--- config.mk ---
export PLATFORM = sky130hd
export DESIGN_NAME = pmc_config_low
export DESIGN_NICKNAME = d
export VERILOG_FILES = /design/src/pmc_pkg.sv /design/src/pmc_tick_div.sv /design/src/pmc_interval_timer.sv /design/src/pmc_config_low.sv
export VERILOG_INCLUDE_DIRS = /design/src
export SDC_FILE = /design/constraint.sdc
export NUM_CORES = 1
export LEC_CHECK = 0
export BUFFER_PORTS_ARGS = -buffer_cell sky130_fd_sc_hd__buf_2
export CORE_ASPECT_RATIO = 0.75
export CORE_MARGIN = 2
export CORE_UTILIZATION = 30
export CTS_CLUSTER_DIAMETER = 30
export CTS_CLUSTER_SIZE = 24
export DETAILED_ROUTE_END_ITERATION = 8
export GPL_TIMING_DRIVEN = 1
export PLACE_DENSITY = 0.46
export RECOVER_POWER = 25
export SKIP_LAST_GASP = 1
export SYNTH_ARGS = -nofsm -noshare
export SYNTH_HDL_FRONTEND = slang
export SYNTH_SLANG_ARGS = --single-unit
--- constraint.sdc ---
create_clock -name sys_clk -period 2.1 [get_ports sys_clk]
set_input_delay 0.105 -clock sys_clk [delete_from_list [all_inputs] [get_ports sys_clk]]
set_output_delay 0.105 -clock sys_clk [all_outputs]
set_load 0.02 [all_outputs]
--- src/pmc_defines.svh ---
// Constants for the power-management configuration block: offsets, fields, timing.
`ifndef PMC_DEFINES_SVH
`define PMC_DEFINES_SVH

// ========
// Clock and timing
`define PMC_CLK_MHZ 20
`define PMC_TICK_US 500
`define PMC_TICK_CYCLES (`PMC_TICK_US * `PMC_CLK_MHZ)
`define PMC_SOFT_SMI_TIMER_LONG_US 64000
`define PMC_SOFT_SMI_TIMER_SHORT_US 1500
`define PMC_SOFT_SMI_TIMER_LONG_TICKS (`PMC_SOFT_SMI_TIMER_LONG_US / `PMC_TICK_US)
`define PMC_SOFT_SMI_TIMER_SHORT_TICKS (`PMC_SOFT_SMI_TIMER_SHORT_US / `PMC_TICK_US)
`define PMC_US_PER_S 1000000
`define PMC_PER_SEL0_S 60
`define PMC_PER_SEL1_S 32
`define PMC_PER_SEL2_S 16
`define PMC_PER_SEL3_S 8
`define PMC_S_TO_TICKS(s) (((s) * `PMC_US_PER_S) / `PMC_TICK_US)
`define PMC_TIMER_W 17

// ========
// Register word indices (byte address is four times the index)
`define PMC_IDX_CFG 3'h0
`define PMC_IDX_FSCTRL 3'h1
`define PMC_IDX_STATUS 3'h2
`define PMC_IDX_CLEAR 3'h3
`define PMC_IDX_ENABLE 3'h4
`define PMC_IDX_CTRL 3'h5

// ========
// Configuration register fields
`define PMC_CFG_W 11
`define PMC_CFG_RESET 11'h000
`define PMC_CFG_WMASK_DESK 11'h463
`define PMC_CFG_WMASK_MOB 11'h46f
`define PMC_CFG_SOFT_RATE 10
`define PMC_CFG_PWR_LEVEL 9
`define PMC_CFG_WIDE_CPU 6
`define PMC_CFG_SLEEP_ALLOW 5
`define PMC_CFG_FS_EN 3
`define PMC_CFG_PCI_CLOCK_RUN_ENABLE 2
`define PMC_CFG_PER_MSB 1
`define PMC_CFG_PER_LSB 0

// ========
// Event, control and reset values
`define PMC_EV_W 2
`define PMC_EV_SOFT 0
`define PMC_EV_PER 1
`define PMC_CTRL_SLEEP_CMD 0
`define PMC_CTRL_SOFT_START 1
`define PMC_FS_W 8
`define PMC_FS_RESET 8'h00

`endif

--- src/pmc_pkg.sv ---
// Types shared by the power-management configuration block.
package pmc_pkg;

    // ========
    // Bus handshake states
    typedef enum logic [1:0] {
        PMC_BUS_IDLE = 2'b01,
        PMC_BUS_ACK = 2'b10
    } pmc_bus_state_type;

    // ========
    // Whole state of the top module
    typedef struct packed {
        pmc_bus_state_type busState;
        logic waitreq;
        logic [31:0] rdata;
        logic [10:0] cfg;
        logic [7:0] fsCtrl;
        logic sleepCmd;
        logic softStart;
        logic perArmed;
        logic [1:0] status;
        logic [1:0] irqEnable;
        logic irq;
        logic pwrLevel;
        logic cpuSleepN;
        logic clkRunOut;
        logic clkRunOe;
        logic pciClockStop;
        logic [7:0] fsOut;
        logic softSmi;
        logic perSmi;
    } pmc_top_state_type;

endpackage : pmc_pkg

--- src/pmc_tick_div.sv ---
// Divider that turns the core clock into a one-cycle timebase tick.
`timescale 1ns/1ps
`default_nettype none

module pmc_tick_div #(
    parameter int unsigned CYCLES = 10000
) (
    // Clock and reset
    input wire logic sys_clk,
    input wire logic rst,
    // Timebase
    output logic tick
);
    localparam int unsigned W = (CYCLES > 1) ? $clog2(CYCLES) : 1;

    typedef struct packed {
        logic [W-1:0] count;
        logic tick;
    } pmc_div_state_type;

    pmc_div_state_type q;
    pmc_div_state_type d;

    always_comb begin
        d = q;
        d.tick = 1'b0;
        if (q.count == W'(CYCLES - 1)) begin
            d.count = '0;
            d.tick = 1'b1;
        end else begin
            d.count = q.count + W'(1);
        end
    end

    always_ff @(posedge sys_clk) begin
        if (rst) begin
            q <= '0;
        end else begin
            q <= d;
        end
    end

    assign tick = q.tick;

endmodule : pmc_tick_div

`default_nettype wire

--- src/pmc_interval_timer.sv ---
// Down-counting interval timer clocked by the timebase tick.
`timescale 1ns/1ps
`default_nettype none

module pmc_interval_timer #(
    parameter int unsigned WIDTH = 17,
    parameter bit AUTO_RELOAD = 1'b0
) (
    // Clock and reset
    input wire logic sys_clk,
    input wire logic rst,
    // Control
    input wire logic tick,
    input wire logic start,
    input wire logic [WIDTH-1:0] loadValue,
    // Result
    output logic expired,
    output logic running
);
    typedef struct packed {
        logic [WIDTH-1:0] count;
        logic running;
        logic expired;
    } pmc_timer_state_type;

    pmc_timer_state_type q;
    pmc_timer_state_type d;

    always_comb begin
        d = q;
        d.expired = 1'b0;
        if (start) begin
            d.count = loadValue;
            d.running = 1'b1;
        end else if (q.running && tick) begin
            if (q.count <= WIDTH'(1)) begin
                d.expired = 1'b1;
                // Reload samples the select only here, never mid-count
                d.count = loadValue;
                d.running = AUTO_RELOAD;
            end else begin
                d.count = q.count - WIDTH'(1);
            end
        end
    end

    always_ff @(posedge sys_clk) begin
        if (rst) begin
            q <= '0;
        end else begin
            q <= d;
        end
    end

    assign expired = q.expired;
    assign running = q.running;

endmodule : pmc_interval_timer

`default_nettype wire

--- src/pmc_config_low.sv ---
// Top of the power-management configuration block with its Avalon-MM slave.
//
// How it works
// - Bit 10 picks 64 ms or 1.5 ms
// - Bit 9 reads power button pin level
// - Bit 6 flags a wide processor mode
// - Desktop: allow bit lets sleep out in S1
// - Desktop: sleep out on S3, S4, S5 always
// - Mobile: allow bit lets sleep out in C3
// - Mobile: sleep out on transitions, S1..S5 always
// - Mobile bit 3 gates frequency switch register
// - Mobile bit 2 clear drives clock run low
// - Mobile: sleep command forces clock run low
// - Bits 1:0 choose periodic SMI interval
//
// Register access over Avalon-MM and the register offsets were left to the implementer.
`include "pmc_defines.svh"
`timescale 1ns/1ps
`default_nettype none

module pmc_config_low
    import pmc_pkg::*;
#(
    parameter bit MOBILE_VARIANT = 1'b1,
    parameter int unsigned TICK_CYCLES = `PMC_TICK_CYCLES,
    parameter int unsigned PER_SEL0_TICKS = `PMC_S_TO_TICKS(`PMC_PER_SEL0_S),
    parameter int unsigned PER_SEL1_TICKS = `PMC_S_TO_TICKS(`PMC_PER_SEL1_S),
    parameter int unsigned PER_SEL2_TICKS = `PMC_S_TO_TICKS(`PMC_PER_SEL2_S),
    parameter int unsigned PER_SEL3_TICKS = `PMC_S_TO_TICKS(`PMC_PER_SEL3_S)
) (
    // Clock and reset
    input wire logic sys_clk,
    input wire logic rst,
    // Avalon-MM slave
    input wire logic [4:0] address,
    input wire logic read,
    input wire logic write,
    input wire logic [31:0] writedata,
    input wire logic [3:0] byteenable,
    output logic [31:0] readdata,
    output logic waitrequest,
    // Interrupt
    output logic irq,
    // Power button pin, active low level
    input wire logic powerButtonPinN,
    // Power state from the sleep sequencer
    input wire logic stateS1,
    input wire logic stateDeepSleep,
    input wire logic cpuStateC3,
    input wire logic freqSwitchBusy,
    // Processor sleep pin, active low
    output logic cpuSleepOutN,
    // PCI clock run pin, open drain
    input wire logic clockRunInN,
    output logic clockRunOutN,
    output logic clockRunOe,
    output logic pciClockStopOutN,
    // Frequency switching control seen by its logic
    output logic [7:0] freqSwitchControl,
    // SMI timer expiry events
    output logic softSmiTimerExpired,
    output logic periodicSmiExpired
);

    // ========
    // Constants
    localparam logic [`PMC_TIMER_W-1:0] SOFT_LONG = `PMC_TIMER_W'(`PMC_SOFT_SMI_TIMER_LONG_TICKS);
    localparam logic [`PMC_TIMER_W-1:0] SOFT_SHORT = `PMC_TIMER_W'(`PMC_SOFT_SMI_TIMER_SHORT_TICKS);
    localparam logic [`PMC_TIMER_W-1:0] PER0 = `PMC_TIMER_W'(PER_SEL0_TICKS);
    localparam logic [`PMC_TIMER_W-1:0] PER1 = `PMC_TIMER_W'(PER_SEL1_TICKS);
    localparam logic [`PMC_TIMER_W-1:0] PER2 = `PMC_TIMER_W'(PER_SEL2_TICKS);
    localparam logic [`PMC_TIMER_W-1:0] PER3 = `PMC_TIMER_W'(PER_SEL3_TICKS);
    localparam logic [`PMC_CFG_W-1:0] CFG_WMASK =
        MOBILE_VARIANT ? `PMC_CFG_WMASK_MOB : `PMC_CFG_WMASK_DESK;

    // ========
    // Functions
    function automatic logic [31:0] mergeBytes(
        input logic [31:0] oldValue,
        input logic [31:0] newValue,
        input logic [3:0] enables
    );
        logic [31:0] result;
        result = oldValue;
        for (int i = 0; i < 4; i++) begin
            if (enables[i]) begin
                result[i*8 +: 8] = newValue[i*8 +: 8];
            end
        end
        return result;
    endfunction : mergeBytes

    function automatic logic [`PMC_TIMER_W-1:0] perLoad(input logic [1:0] sel);
        logic [`PMC_TIMER_W-1:0] value;
        value = PER0;
        case (sel)
            2'h0: value = PER0;
            2'h1: value = PER1;
            2'h2: value = PER2;
            2'h3: value = PER3;
            default: value = PER0;
        endcase
        return value;
    endfunction : perLoad

    // ========
    // State and timers
    pmc_top_state_type q;
    pmc_top_state_type d;
    logic tick;
    logic softExpired;
    logic perExpired;
    logic [`PMC_TIMER_W-1:0] softLoad;
    logic [`PMC_TIMER_W-1:0] perLoadValue;

    // Long period while bit 10 is clear; short one while it is set
    assign softLoad = q.cfg[`PMC_CFG_SOFT_RATE] ? SOFT_SHORT : SOFT_LONG;
    assign perLoadValue = perLoad(q.cfg[`PMC_CFG_PER_MSB:`PMC_CFG_PER_LSB]);

    pmc_tick_div #(
        .CYCLES(TICK_CYCLES)
    ) u_tick (
        .sys_clk(sys_clk),
        .rst(rst),
        .tick(tick)
    );

    // One-shot; a new start restarts the count at the current rate
    pmc_interval_timer #(
        .WIDTH(`PMC_TIMER_W),
        .AUTO_RELOAD(1'b0)
    ) u_soft_timer (
        .sys_clk(sys_clk),
        .rst(rst),
        .tick(tick),
        .start(q.softStart),
        .loadValue(softLoad),
        .expired(softExpired),
        .running()
    );

    // Free running from reset release, reloads itself at each expiry
    pmc_interval_timer #(
        .WIDTH(`PMC_TIMER_W),
        .AUTO_RELOAD(1'b1)
    ) u_per_timer (
        .sys_clk(sys_clk),
        .rst(rst),
        .tick(tick),
        .start(!q.perArmed),
        .loadValue(perLoadValue),
        .expired(perExpired),
        .running()
    );

    // ========
    // Next state
    always_comb begin
        logic [31:0] readValue;
        logic [31:0] merged;
        logic [`PMC_CFG_W-1:0] cfgView;
        logic [`PMC_EV_W-1:0] clearMask;
        logic [`PMC_EV_W-1:0] events;
        logic fsEnabled;
        logic sleepAssert;

        readValue = 32'h0000_0000;
        merged = 32'h0000_0000;
        clearMask = '0;
        events = '0;
        sleepAssert = 1'b0;
        d = q;
        d.softStart = 1'b0;
        d.perArmed = 1'b1;

        // Reserved and variant-absent bits never stored, always read zero
        cfgView = q.cfg & CFG_WMASK;
        cfgView[`PMC_CFG_PWR_LEVEL] = q.pwrLevel;
        fsEnabled = MOBILE_VARIANT && q.cfg[`PMC_CFG_FS_EN];

        case (address[4:2])
            `PMC_IDX_CFG: readValue = {21'h00_0000, cfgView};
            `PMC_IDX_FSCTRL: readValue = fsEnabled ? {24'h00_0000, q.fsCtrl} : 32'h0000_0000;
            `PMC_IDX_STATUS: readValue = {30'h0000_0000, q.status};
            `PMC_IDX_ENABLE: readValue = {30'h0000_0000, q.irqEnable};
            `PMC_IDX_CTRL: readValue = {31'h0000_0000, q.sleepCmd};
            default: readValue = 32'h0000_0000;
        endcase

        // --------
        // Bus handshake: one wait cycle, write lands on the released edge
        case (q.busState)
            PMC_BUS_IDLE: begin
                d.waitreq = 1'b1;
                if (read || write) begin
                    d.busState = PMC_BUS_ACK;
                    d.waitreq = 1'b0;
                    d.rdata = read ? readValue : 32'h0000_0000;
                end
            end
            PMC_BUS_ACK: begin
                d.busState = PMC_BUS_IDLE;
                d.waitreq = 1'b1;
                if (write) begin
                    case (address[4:2])
                        `PMC_IDX_CFG: begin
                            merged = mergeBytes({21'h00_0000, q.cfg}, writedata, byteenable);
                            // Mode flag, allow bit and selects are plain storage
                            d.cfg = merged[`PMC_CFG_W-1:0] & CFG_WMASK;
                        end
                        `PMC_IDX_FSCTRL: begin
                            merged = mergeBytes({24'h00_0000, q.fsCtrl}, writedata, byteenable);
                            if (fsEnabled) begin
                                d.fsCtrl = merged[`PMC_FS_W-1:0];
                            end
                        end
                        `PMC_IDX_CLEAR: begin
                            merged = mergeBytes(32'h0000_0000, writedata, byteenable);
                            clearMask = merged[`PMC_EV_W-1:0];
                        end
                        `PMC_IDX_ENABLE: begin
                            merged = mergeBytes({30'h0000_0000, q.irqEnable}, writedata, byteenable);
                            d.irqEnable = merged[`PMC_EV_W-1:0];
                        end
                        `PMC_IDX_CTRL: begin
                            merged = mergeBytes({31'h0000_0000, q.sleepCmd}, writedata, byteenable);
                            d.sleepCmd = merged[`PMC_CTRL_SLEEP_CMD];
                            d.softStart = merged[`PMC_CTRL_SOFT_START];
                        end
                        default: begin
                            merged = 32'h0000_0000;
                        end
                    endcase
                end
            end
            default: begin
                d.busState = PMC_BUS_IDLE;
                d.waitreq = 1'b1;
            end
        endcase

        // --------
        // Events: a set in the clearing cycle survives
        events[`PMC_EV_SOFT] = softExpired;
        events[`PMC_EV_PER] = perExpired;
        d.status = (q.status & ~clearMask) | events;
        d.irq = |(d.status & d.irqEnable);
        d.softSmi = softExpired;
        d.perSmi = perExpired;

        // --------
        // Pins
        d.pwrLevel = powerButtonPinN;
        d.fsOut = fsEnabled ? q.fsCtrl : `PMC_FS_RESET;

        if (MOBILE_VARIANT) begin
            sleepAssert = (q.cfg[`PMC_CFG_SLEEP_ALLOW] && cpuStateC3)
                || freqSwitchBusy || stateS1 || stateDeepSleep;
        end else begin
            sleepAssert = (q.cfg[`PMC_CFG_SLEEP_ALLOW] && stateS1)
                || stateDeepSleep;
        end
        d.cpuSleepN = !sleepAssert;

        if (!MOBILE_VARIANT) begin
            d.clkRunOut = 1'b0;
            d.clkRunOe = 1'b0;
            d.pciClockStop = 1'b1;
        end else if (q.sleepCmd || !q.cfg[`PMC_CFG_PCI_CLOCK_RUN_ENABLE]) begin
            // Holding the line low keeps PCI and LPC clocks alive into sleep
            d.clkRunOut = 1'b0;
            d.clkRunOe = 1'b1;
            d.pciClockStop = 1'b1;
        end else begin
            // Released line means no agent needs the clock: stop it
            d.clkRunOut = 1'b0;
            d.clkRunOe = 1'b0;
            d.pciClockStop = !clockRunInN;
        end
    end

    // ========
    // Registers
    always_ff @(posedge sys_clk) begin
        if (rst) begin
            q <= '0;
            q.busState <= PMC_BUS_IDLE;
            q.waitreq <= 1'b1;
            q.cfg <= `PMC_CFG_RESET;
            q.fsCtrl <= `PMC_FS_RESET;
            q.cpuSleepN <= 1'b1;
            q.pciClockStop <= 1'b1;
            q.pwrLevel <= 1'b1;
        end else begin
            q <= d;
        end
    end

    // ========
    // Outputs
    assign readdata = q.rdata;
    assign waitrequest = q.waitreq;
    assign irq = q.irq;
    assign cpuSleepOutN = q.cpuSleepN;
    assign clockRunOutN = q.clkRunOut;
    assign clockRunOe = q.clkRunOe;
    assign pciClockStopOutN = q.pciClockStop;
    assign freqSwitchControl = q.fsOut;
    assign softSmiTimerExpired = q.softSmi;
    assign periodicSmiExpired = q.perSmi;

endmodule : pmc_config_low

`default_nettype wire

==> results.sh, run 1 <==
export IMPL_diodes=0
export IMPL_ys_top_cells_by_count="dfxtp_1, nor2_1, nand2_1"
export IMPL_io_pins=99
export IMPL_via_per_inst=4.89
export IMPL_status="finished, final reports clean"
export IMPL_async_flop_share=0
export IMPL_setup_tns_ns=0
export IMPL_cp_start_kind="register"
export IMPL_grt_max_degree=38
export IMPL_cts_sinks=103
export IMPL_synth_warnings=0
export IMPL_use_met3=0.0381
export IMPL_max_cap_violations=0
export IMPL_wl_um=12000
export IMPL_end_kind="register"
export IMPL_finalSetupViolCount=0
export IMPL_dp_hpwl_um=8550
export IMPL_cpMostUsedCell="buf_4"
export IMPL_grt_use_met2=0.216
export IMPL_power_leakage_nw=2.23
export IMPL_antenna_found_initial=0
export IMPL_critPathMaxStageDelay_ns=0.49
export IMPL_fmax_mhz=494
export IMPL_cts_made_buffers=9
export IMPL_ant_nets=0
export IMPL_worst_ep_arrival_time_ns=2.30
export IMPL_path_cells="or3_1, or4_4, buf_4, o211ai_2, buf_4, o211ai_1, a31oi_1"
export IMPL_ys_ff_latch=103
export IMPL_firstDrtPassIters=4
export IMPL_slew_headroom=0.186
export IMPL_slowest_stage="or4_4"
export IMPL_synth_most_common_cell="dfxtp_1"
export IMPL_p_sw_mw=1.04
export IMPL_cts_resized=0
export IMPL_wl_per_cell_um=14.0
export IMPL_nets=708
export IMPL_insertion_delay_ns=0.35
export IMPL_clockBufferDepth=2
export IMPL_synth_cell_type_count=65
export IMPL_area_growth_pct=16.8
export IMPL_drive_gt1_frac=0.142
export IMPL_die_area_um2=17500
export IMPL_grt_ovfl_total=0
export IMPL_drc=0
export IMPL_setup_ws_ns=0.0753
export IMPL_postSynthAreaPerCell_um2=8.54
export IMPL_final_core_util=0.359
export IMPL_grt_use_met1=0.200
export IMPL_initial_utilization=0.308
export IMPL_finalHoldViolations=0
export IMPL_tightest_slew_ns=1.21
export IMPL_grt_pass1_vias=3935
export IMPL_synth_top_area_frac=0.417
export IMPL_hp_class="input port to register"
export IMPL_synth_seq_area_share=0.417
export IMPL_worstPathMaxFanout=5
export IMPL_die_y_um=115
export IMPL_rsz0062_at_grt="yes"
export IMPL_fillers=1680
export IMPL_ir_worst_vdd_v=0.000311
export IMPL_synth_area_top_cells="dfxtp_1, buf_4, nor2_1"
export IMPL_power_frac_seq=0.504
export IMPL_dpl_worst_slack_ns=0.0804
export IMPL_syn_inst=579
export IMPL_tritoncts="yes"
export IMPL_clockPowerShare=0.414
export IMPL_ff_latch_area_um2=2060
export IMPL_die_x_um=152
export IMPL_vias=4222
export IMPL_htree_levels=3
export IMPL_cts_root_buf="clkbuf_16"
export IMPL_slew_viol_final=0
export IMPL_worstPathRequired_ns=2.38
export IMPL_finalCriticalPeriod_ns=2.02
export IMPL_synth_edff_count=0
export IMPL_clock_skew_ns=0.00783
export IMPL_grtUsageTotal=0.142
export IMPL_fp_row_count=40
export IMPL_syn_area_um2=4940
export IMPL_fin_crit_sh=0.964
export IMPL_synthFlopType="dfxtp_1"
export IMPL_crit_type="register to register"
export IMPL_core_area_um2=16100
export IMPL_p_int_mw=2.93
export IMPL_io_buffers=48
export IMPL_grt_busiest_layer="met2"
export IMPL_cts_setup_buffers=0
export IMPL_multi_input_comb_area_um2=2500
export IMPL_first_iter_violations=278
export IMPL_power_frac_comb=0.082
export IMPL_p_sw_frac=0.263
export IMPL_synth_top_area_cell="dfxtp_1"
export IMPL_grt_first_pass_wirelength_um=20200
export IMPL_p_per_area_nw_per_um2=687
export IMPL_routabilityCongestion=0.804
export IMPL_cts_clk_slew_worst_paths_ns=0.07
area by class of cell:
type	instances	share of cell area
Timing Repair Buffer	98	0.105
Sequential cell	103	0.357
Clock inverter	7	0.0108
Tap cell	210	0.0455
Multi-Input combinational cell	420	0.432
Clock buffer	9	0.0390
Inverter	16	0.0104
placed cells by master, fill, tap and decap left out, types with 13 or more instances in the layout:
master    instances
nand2_1          47
dfxtp_1         103
a31oi_1          16
conb_1           23
and2_1           13
a21oi_1          32
buf_2            25
clkbuf_1         25
buf_4            38
inv_1            16
o21ai_0          25
nor2_1           70
nand3_1          21
worst paths after layout:
path                            slack (ns)  cells past startpoint                      startpoint                              to
worst max-delay path                  0.08                      7  u_per_timer.q[13]$_SDFFE_PP0P_  u_per_timer.q[17]$_SDFFE_PP0P_
worst max register to register        0.08                      7  u_per_timer.q[13]$_SDFFE_PP0P_  u_per_timer.q[17]$_SDFFE_PP0P_
worst min-delay path                  0.02                      3                         stateS1         cpuSleepOutN$_SDFF_PP1_
worst min register to register        0.47                      1          u_tick.q[1]$_SDFF_PP0_          u_tick.q[1]$_SDFF_PP0_
logic make-up (layout without fill, tap and decap cells):
logic type | after synthesis | after routing | synth area share
AND/OR/NAND/NOR | 233 | 233 | 0.244
AO/OA/AOI/OAI | 126 | 126 | 0.167
flip-flops | 103 | 103 | 0.417
buffers and inverters | 78 | 130 | 0.0944
XOR/XNOR | 18 | 18 | 0.0319
multiplexers | 11 | 11 | 0.0223
adder cells (fa/ha/maj) | 9 | 9 | 0.0228
other | 1 | 23 | 0.000759
stage by stage:
| stage | instances | total power [mW] | area, um2 | hold WS, ns |
|---|---|---|---|---|
| floorplan | 601 | 2.28 | 5020 | 0.177 |
| global placement | 837 | 2.36 | 5420 | 0.285 |
| detailed placement | 837 | 2.36 | 5420 | 0.296 |
| CTS | 863 | 4.05 | 5810 | 0.000679 |
| global route | 863 | 4.16 | 5770 | 0.00900 |
| finish | 863 | 3.97 | 5770 | 0.0155 |
state kept, by name (all words and copies together), names as in the netlist, 8 cells and up:
| register | cells |
|---|---|
| u_soft_timer.q | 17 |
| readdata | 10 |
| u_tick.q | 14 |
| q | 25 |
| freqSwitchControl | 8 |
| u_per_timer.q | 17 |
layer usage:
metal	vias to the layer above	share of wire
met3	5	0.051
met1	1983	0.51
met4	0	0.0067
li1	2145	-
met2	89	0.43
met5	-	0
power groups by stage:
stage | Sequential [mW] | Combinational, mW | Clock (mW)
after floorplan | 2.05 | 0.226 | 0
after global placement | 2.05 | 0.311 | 0
after detailed placement | 2.05 | 0.312 | 0
after CTS | 2.00 | 0.327 | 1.73
after global routing | 2.00 | 0.360 | 1.80
final | 2.00 | 0.324 | 1.64
repair_timing:
| item | 4_1_cts | 5_1_grt |
|---|---|---|
| hold buffers | 10 | 0 |
| hold endpoints to repair | 12 | 0 |
| setup endpoints to repair | 0 | 4 |
critical path, delay by kind of cell, from the launching register on:
family | cells | cell delay (ns)
simple gates | 2 | 0.88
buf+inv | 2 | 0.34
compound gates | 3 | 0.43
flops | 1 | 0.32
Note: power is estimated with default switching activity, not from simulation.
==> run 2, diff against run 1 <==
Settings changed: CTS_BUF_LIST from default to sky130_fd_sc_hd__clkbuf_2 sky130_fd_sc_hd__clkbuf_4 sky130_fd_sc_hd__clkbuf_8.
==> run 2 against run 1 <==
  * Critical path depth unchanged
  * Non-clock buffer count increased by 3
  * Clock power decreased by 25%
  * First-iteration DRC count decreased by 5.8%
  * Wire length increased by 0.95%
  * Global-route usage increased by 0.15 points
  * Maximum frequency decreased by 0.50%
  * Combinational power increased by 4%
  * Die area unchanged
  * Worst setup slack got worse by 0.010 ns
  * Sequential share of layout area increased by 0.32 points
  * Flip-flop and latch count unchanged
==> results.sh, run 2 (same netlist as run 1, synthesis figures left out) <==
export IMPL_area_growth_pct=15.8
export IMPL_ir_worst_vdd_v=0.000264
export IMPL_top_register="q"
export IMPL_vias=4237
export IMPL_path_cells="or3_1, or4_4, buf_4, o211ai_4, buf_6, o211ai_1, a31oi_1"
export IMPL_drc=0
export IMPL_final_cell_area_um2=5720
export IMPL_finalHoldViolations=0
export IMPL_finalCriticalPeriod_ns=2.03
export IMPL_reg_top3="q (25), u_per_timer.q (17), u_soft_timer.q (17)"
export IMPL_drive_gt1_frac=0.143
export IMPL_cts_root_buf="clkbuf_8"
export IMPL_multi_input_comb_area_um2=2510
export IMPL_cts_clk_slew_worst_paths_ns=0.11
export IMPL_hp_class="input port to register"
export IMPL_via_per_inst=4.89
export IMPL_power_total_mw=3.57
export IMPL_routabilityCongestion=0.804
export IMPL_finalSetupViolCount=0
export IMPL_layout_commonest_cell="dfxtp_1"
export IMPL_power_leakage_nw=2.19
export IMPL_core_area_um2=16100
export IMPL_nets=711
export IMPL_cp_start_kind="register"
export IMPL_grt_ovfl_total=0
export IMPL_grt_pass1_vias=3968
export IMPL_insertion_delay_ns=0.39
export IMPL_worst_ep_arrival_time_ns=2.35
export IMPL_slew_viol_final=0
export IMPL_slowest_stage="or4_4"
export IMPL_grtUsageTotal=0.143
export IMPL_p_per_area_nw_per_um2=623
export IMPL_diodes=0
export IMPL_mostFrequentLayoutCells="dfxtp_1, nor2_1, nand2_1, buf_4, a21oi_1"
export IMPL_largest_reg_flops=25
export IMPL_ff_latch_area_um2=2060
export IMPL_firstDrtPassIters=5
export IMPL_die_y_um=115
export IMPL_clock_skew_ns=0.0158
export IMPL_fin_hold_ws_ns=0.153
export IMPL_dp_hpwl_um=8550
export IMPL_worstPathRequired_ns=2.41
export IMPL_critPathBufInv=2
export IMPL_initial_utilization=0.308
export IMPL_antenna_found_initial=0
export IMPL_grt_first_pass_wirelength_um=20300
export IMPL_wl_um=12200
export IMPL_dp_cells=837
export IMPL_cts_sinks=103
export IMPL_worstPathMaxFanout=5
export IMPL_fp_row_count=40
export IMPL_tightest_slew_ns=1.21
export IMPL_rsz0062_at_grt="yes"
export IMPL_io_pins=99
export IMPL_clockBufferDepth=2
export IMPL_crit_type="register to register"
export IMPL_fin_crit_sh=0.969
export IMPL_postPlaceCellArea_um2=5420
export IMPL_ant_nets=0
export IMPL_max_cap_violations=0
export IMPL_tritoncts="yes"
export IMPL_first_iter_violations=262
export IMPL_status="finished, final reports clean"
export IMPL_end_kind="register"
export IMPL_cts_setup_buffers=0
export IMPL_cp_top_family="simple AND/OR/NAND/NOR gates"
export IMPL_fmax_mhz=491
export IMPL_wl_per_cell_um=14.0
export IMPL_critPathMaxStageDelay_ns=0.49
export IMPL_grt_max_degree=38
export IMPL_slew_headroom=0.184
export IMPL_io_buffers=48
export IMPL_fillers=1690
export IMPL_cts_made_buffers=9
export IMPL_die_area_um2=17500
export IMPL_die_x_um=152
export IMPL_final_cell_count_no_fill=866
export IMPL_htree_levels=3
## run 2: stage by stage
| stage | setup WS [ns] | setup TNS, ns | utilization |
|---|---|---|---|
| after floorplan | 0.0551 | 0 | - |
| after global placement | 0.103 | 0 | 0.337 |
| after detailed placement | 0.0804 | 0 | 0.337 |
| after CTS | 0.0599 | 0 | 0.357 |
| after global routing | -0.00795 | -0.0136 | 0.356 |
| final | 0.0650 | 0 | 0.356 |
## run 2: path summary, 6_finish.rpt
check	from	endpoint	slack, ns	cells past startpoint
worst max register to register	u_per_timer.q[13]$_SDFFE_PP0P_	u_per_timer.q[17]$_SDFFE_PP0P_	0.07	7
worst min-delay path	rst	u_soft_timer.q[4]$_SDFFE_PP0P_	0.15	4
worst min register to register	u_tick.q[1]$_SDFF_PP0_	u_tick.q[1]$_SDFF_PP0_	0.47	1
worst max-delay path	u_per_timer.q[13]$_SDFFE_PP0P_	u_per_timer.q[17]$_SDFFE_PP0P_	0.07	7
## run 2: cell type report
cell class                 instances  share of cell area
inverter                          16              0.0105
tap                              210              0.0459
timing repair buffer             101               0.111
clock inverter                     7              0.0109
multi-input combinational        420               0.439
clock buffer                       9              0.0216
sequential                       103               0.360
## run 2: routing by layer
layer,vias to the layer above,part of all wire,GRT usage
li1,2154,-,-
met1,1981,0.51,0.201
met2,91,0.43,0.220
met3,11,0.051,0.0381
met4,0,0.0085,0.0355
met5,-,0,0
## run 2: where the power goes
group / internal (mW) / leakage [nW] / switching, mW
Clock: 0.456 / 0.0863 / 0.772
Combinational: 0.125 / 1.27 / 0.211
Sequential: 1.98 / 0.834 / 0.0217
Total: 2.56 / 2.19 / 1.01
## run 2: worst reg2reg max path: stages, from the launching register on
cell and delay (ns):
dfxtp_1 0.33, or3_1 0.39, or4_4 0.49, buf_4 0.16, o211ai_4 0.20, buf_6 0.15, o211ai_1 0.09, a31oi_1 0.15
## run 2: repair_timing
| action | 4_1_cts | 5_1_grt |
|---|---|---|
| hold endpoints to repair | 16 | 0 |
| endpoints found under the setup margin | 0 | 6 |
| hold buffers | 13 | 0 |
| gates resized for setup | 0 | 4 |
==> run 3, diff against run 2 <==
Settings changed: CORE_UTILIZATION 30 to 35, PLACE_DENSITY 0.46 to 0.53.
==> run 3 against run 2 <==
  * The flow now finishes with violations (max-capacitance violations, max-slew violations)
  * Combinational power fell by 1%
  * Via count rose by 0.19%
  * Core utilization rose by 5.9 points
  * Cell count fell by 4.5%
  * Worst setup slack improved by 0.0082 ns
  * Sequential power barely moved
  * First-iteration DRC count rose by 12%
  * Clock power rose by 7%
  * Count of clock-buffer cells in the layout rose by 1
  * Total power rose by 2.3%
  * Global-route usage rose by 1.2 points
==> results.sh, run 3 (same netlist as run 1, synthesis figures left out) <==
export IMPL_nets=707
export IMPL_wl_um=11700
export IMPL_status="finished, violations left"
export IMPL_grt_first_pass_wirelength_um=18900
export IMPL_hp_class="input port to register"
export IMPL_fin_crit_sh=0.965
export IMPL_violations="max-capacitance violations, max-slew violations"
export IMPL_diodes=0
export IMPL_cts_sinks=103
export IMPL_fmax_mhz=493
export IMPL_max_cap_violations=1
export IMPL_fin_hold_ws_ns=0.179
export IMPL_drc=0
export IMPL_insertion_delay_ns=0.38
export IMPL_worst_ep_arrival_time_ns=2.34
export IMPL_grt_pass1_vias=3877
export IMPL_die_y_um=107
export IMPL_vias=4245
export IMPL_r2r_cells=6
export IMPL_cts_root_buf="clkbuf_8"
export IMPL_p_per_area_nw_per_um2=640
export IMPL_cts_made_buffers=9
export IMPL_cts_clk_slew_worst_paths_ns=0.11
export IMPL_cp_start_kind="register"
export IMPL_ir_worst_vdd_v=0.000316
export IMPL_worstPathMaxFanout=11
export IMPL_finalHoldViolations=0
export IMPL_finalSetupViolCount=0
export IMPL_dp_hpwl_um=8240
export IMPL_die_area_um2=15100
export IMPL_io_buffers=48
export IMPL_initial_utilization=0.359
export IMPL_rsz0062_at_grt="yes"
export IMPL_reg_top3="q (25), u_per_timer.q (17), u_soft_timer.q (17)"
export IMPL_path_cells="or3_4, or4_4, o211a_1, buf_4, a21oi_1, o221a_2"
export IMPL_core_area_um2=13700
export IMPL_grt_max_degree=39
export IMPL_first_iter_violations=293
export IMPL_final_core_util=0.415
export IMPL_power_leakage_nw=2.19
export IMPL_hold_depth=4
export IMPL_drive_gt1_frac=0.144
export IMPL_area_growth_pct=15.4
export IMPL_crit_type="register to register"
export IMPL_largest_reg_flops=25
export IMPL_wl_per_cell_um=14.1
export IMPL_worstPathRequired_ns=2.42
export IMPL_clockBufferDepth=2
export IMPL_mostFrequentLayoutCells="dfxtp_1, nor2_1, nand2_1, a21oi_1, buf_4"
export IMPL_ant_nets=0
export IMPL_grtUsageTotal=0.155
export IMPL_clock_skew_ns=0.0109
export IMPL_slowest_stage="or4_4"
export IMPL_tritoncts="yes"
export IMPL_antenna_found_initial=0
export IMPL_finalCriticalPeriod_ns=2.03
export IMPL_tightest_slew_ns=1.71
export IMPL_io_pins=99
export IMPL_slew_headroom=-0.143
export IMPL_via_per_inst=5.13
export IMPL_layout_commonest_cell="dfxtp_1"
export IMPL_die_x_um=141
export IMPL_top_register="q"
export IMPL_routabilityCongestion=0.862
export IMPL_critPathMaxStageDelay_ns=0.49
export IMPL_htree_levels=3
export IMPL_grt_ovfl_total=0
export IMPL_fp_row_count=37
export IMPL_firstDrtPassIters=5
export IMPL_end_kind="register"
export IMPL_slew_viol_final=39
==> run 3: changes by cell type in the layout (fill, tap and decap cells not counted), moves of 2 or more <==
cell / change
buf_4: -5
clkinv_4: +2
dfxtp_1: -2
nor4b_1: -2
or3_4: +2
clkinvlp_4: -2
nor4b_2: +2
dfxtp_2: +2
or3_1: -2
==> run 3: worst max-delay path: cells and delay by family, from the launching register on <==
family	cells	cell delay, ns
and+or+nand+nor	2	0.88
AOI/OAI and AO/OA	3	0.60
DFF	1	0.32
buffers and inverters	1	0.18
==> run 3: where the power goes <==
group,internal (mW),total [mW],switching (mW),leakage [nW]
Clock,0.600,1.31,0.713,0.105
Combinational,0.124,0.332,0.208,1.25
Sequential,1.98,2.00,0.0220,0.835
Total,2.70,3.65,0.943,2.19
==> run 3: metal layers <==
layer / global-route usage / part of all wire / routed length (um)
met1: 0.217 / 0.51 / 5960
met2: 0.237 / 0.43 / 5060
met3: 0.0353 / 0.047 / 545
met4: 0.0529 / 0.0080 / 93
met5: 0 / 0 / 0
==> run 3: through the flow <==
step / setup TNS (ns) / cells / setup WS, ns / cell area, um2 / total power, mW
4_1_cts: 0 / 827 / 0.0403 / 5690 / 3.71
3_3_place_gp: 0 / 798 / 0.0391 / 5350 / 2.35
6_report: 0 / 827 / 0.0733 / 5700 / 3.65
3_5_place_dp: 0 / 798 / 0.0688 / 5350 / 2.35
5_1_grt: -0.0533 / 827 / -0.0375 / 5700 / 3.83
2_1_floorplan: 0 / 601 / 0.0551 / 5020 / 2.28
==> run 3: cell type report <==
cell class              instances  area [um2]
fillers                      1363        8050
multi-input cells             420        2530
flip-flops and latches        103        2060
repair buffers                 97         611
well taps                     175         219
clock buffers                  10         138
clock inverters                 6        75.1
inverters                      16        60.1
==> run 3: what timing repair did <==
item / 4_1_cts / 5_1_grt
endpoints found under the setup margin: 0 / 11
gates resized for setup: 0 / 10
buffers inserted: 0 / 0
hold endpoints to repair: 16 / 0
hold buffers: 13 / 0
==> run 3: path summary, 6_finish.rpt <==
path / from / endpoint / slack, ns
max: u_per_timer.q[11]$_SDFFE_PP0P_ / u_per_timer.q[14]$_SDFFE_PP0P_ / 0.07
min: address[2] / readdata[3]$_SDFFE_PP0P_ / 0.18
max reg2reg: u_per_timer.q[11]$_SDFFE_PP0P_ / u_per_timer.q[14]$_SDFFE_PP0P_ / 0.07
min reg2reg: u_per_timer.running$_SDFFE_PP0P_ / u_per_timer.running$_SDFFE_PP0P_ / 0.48
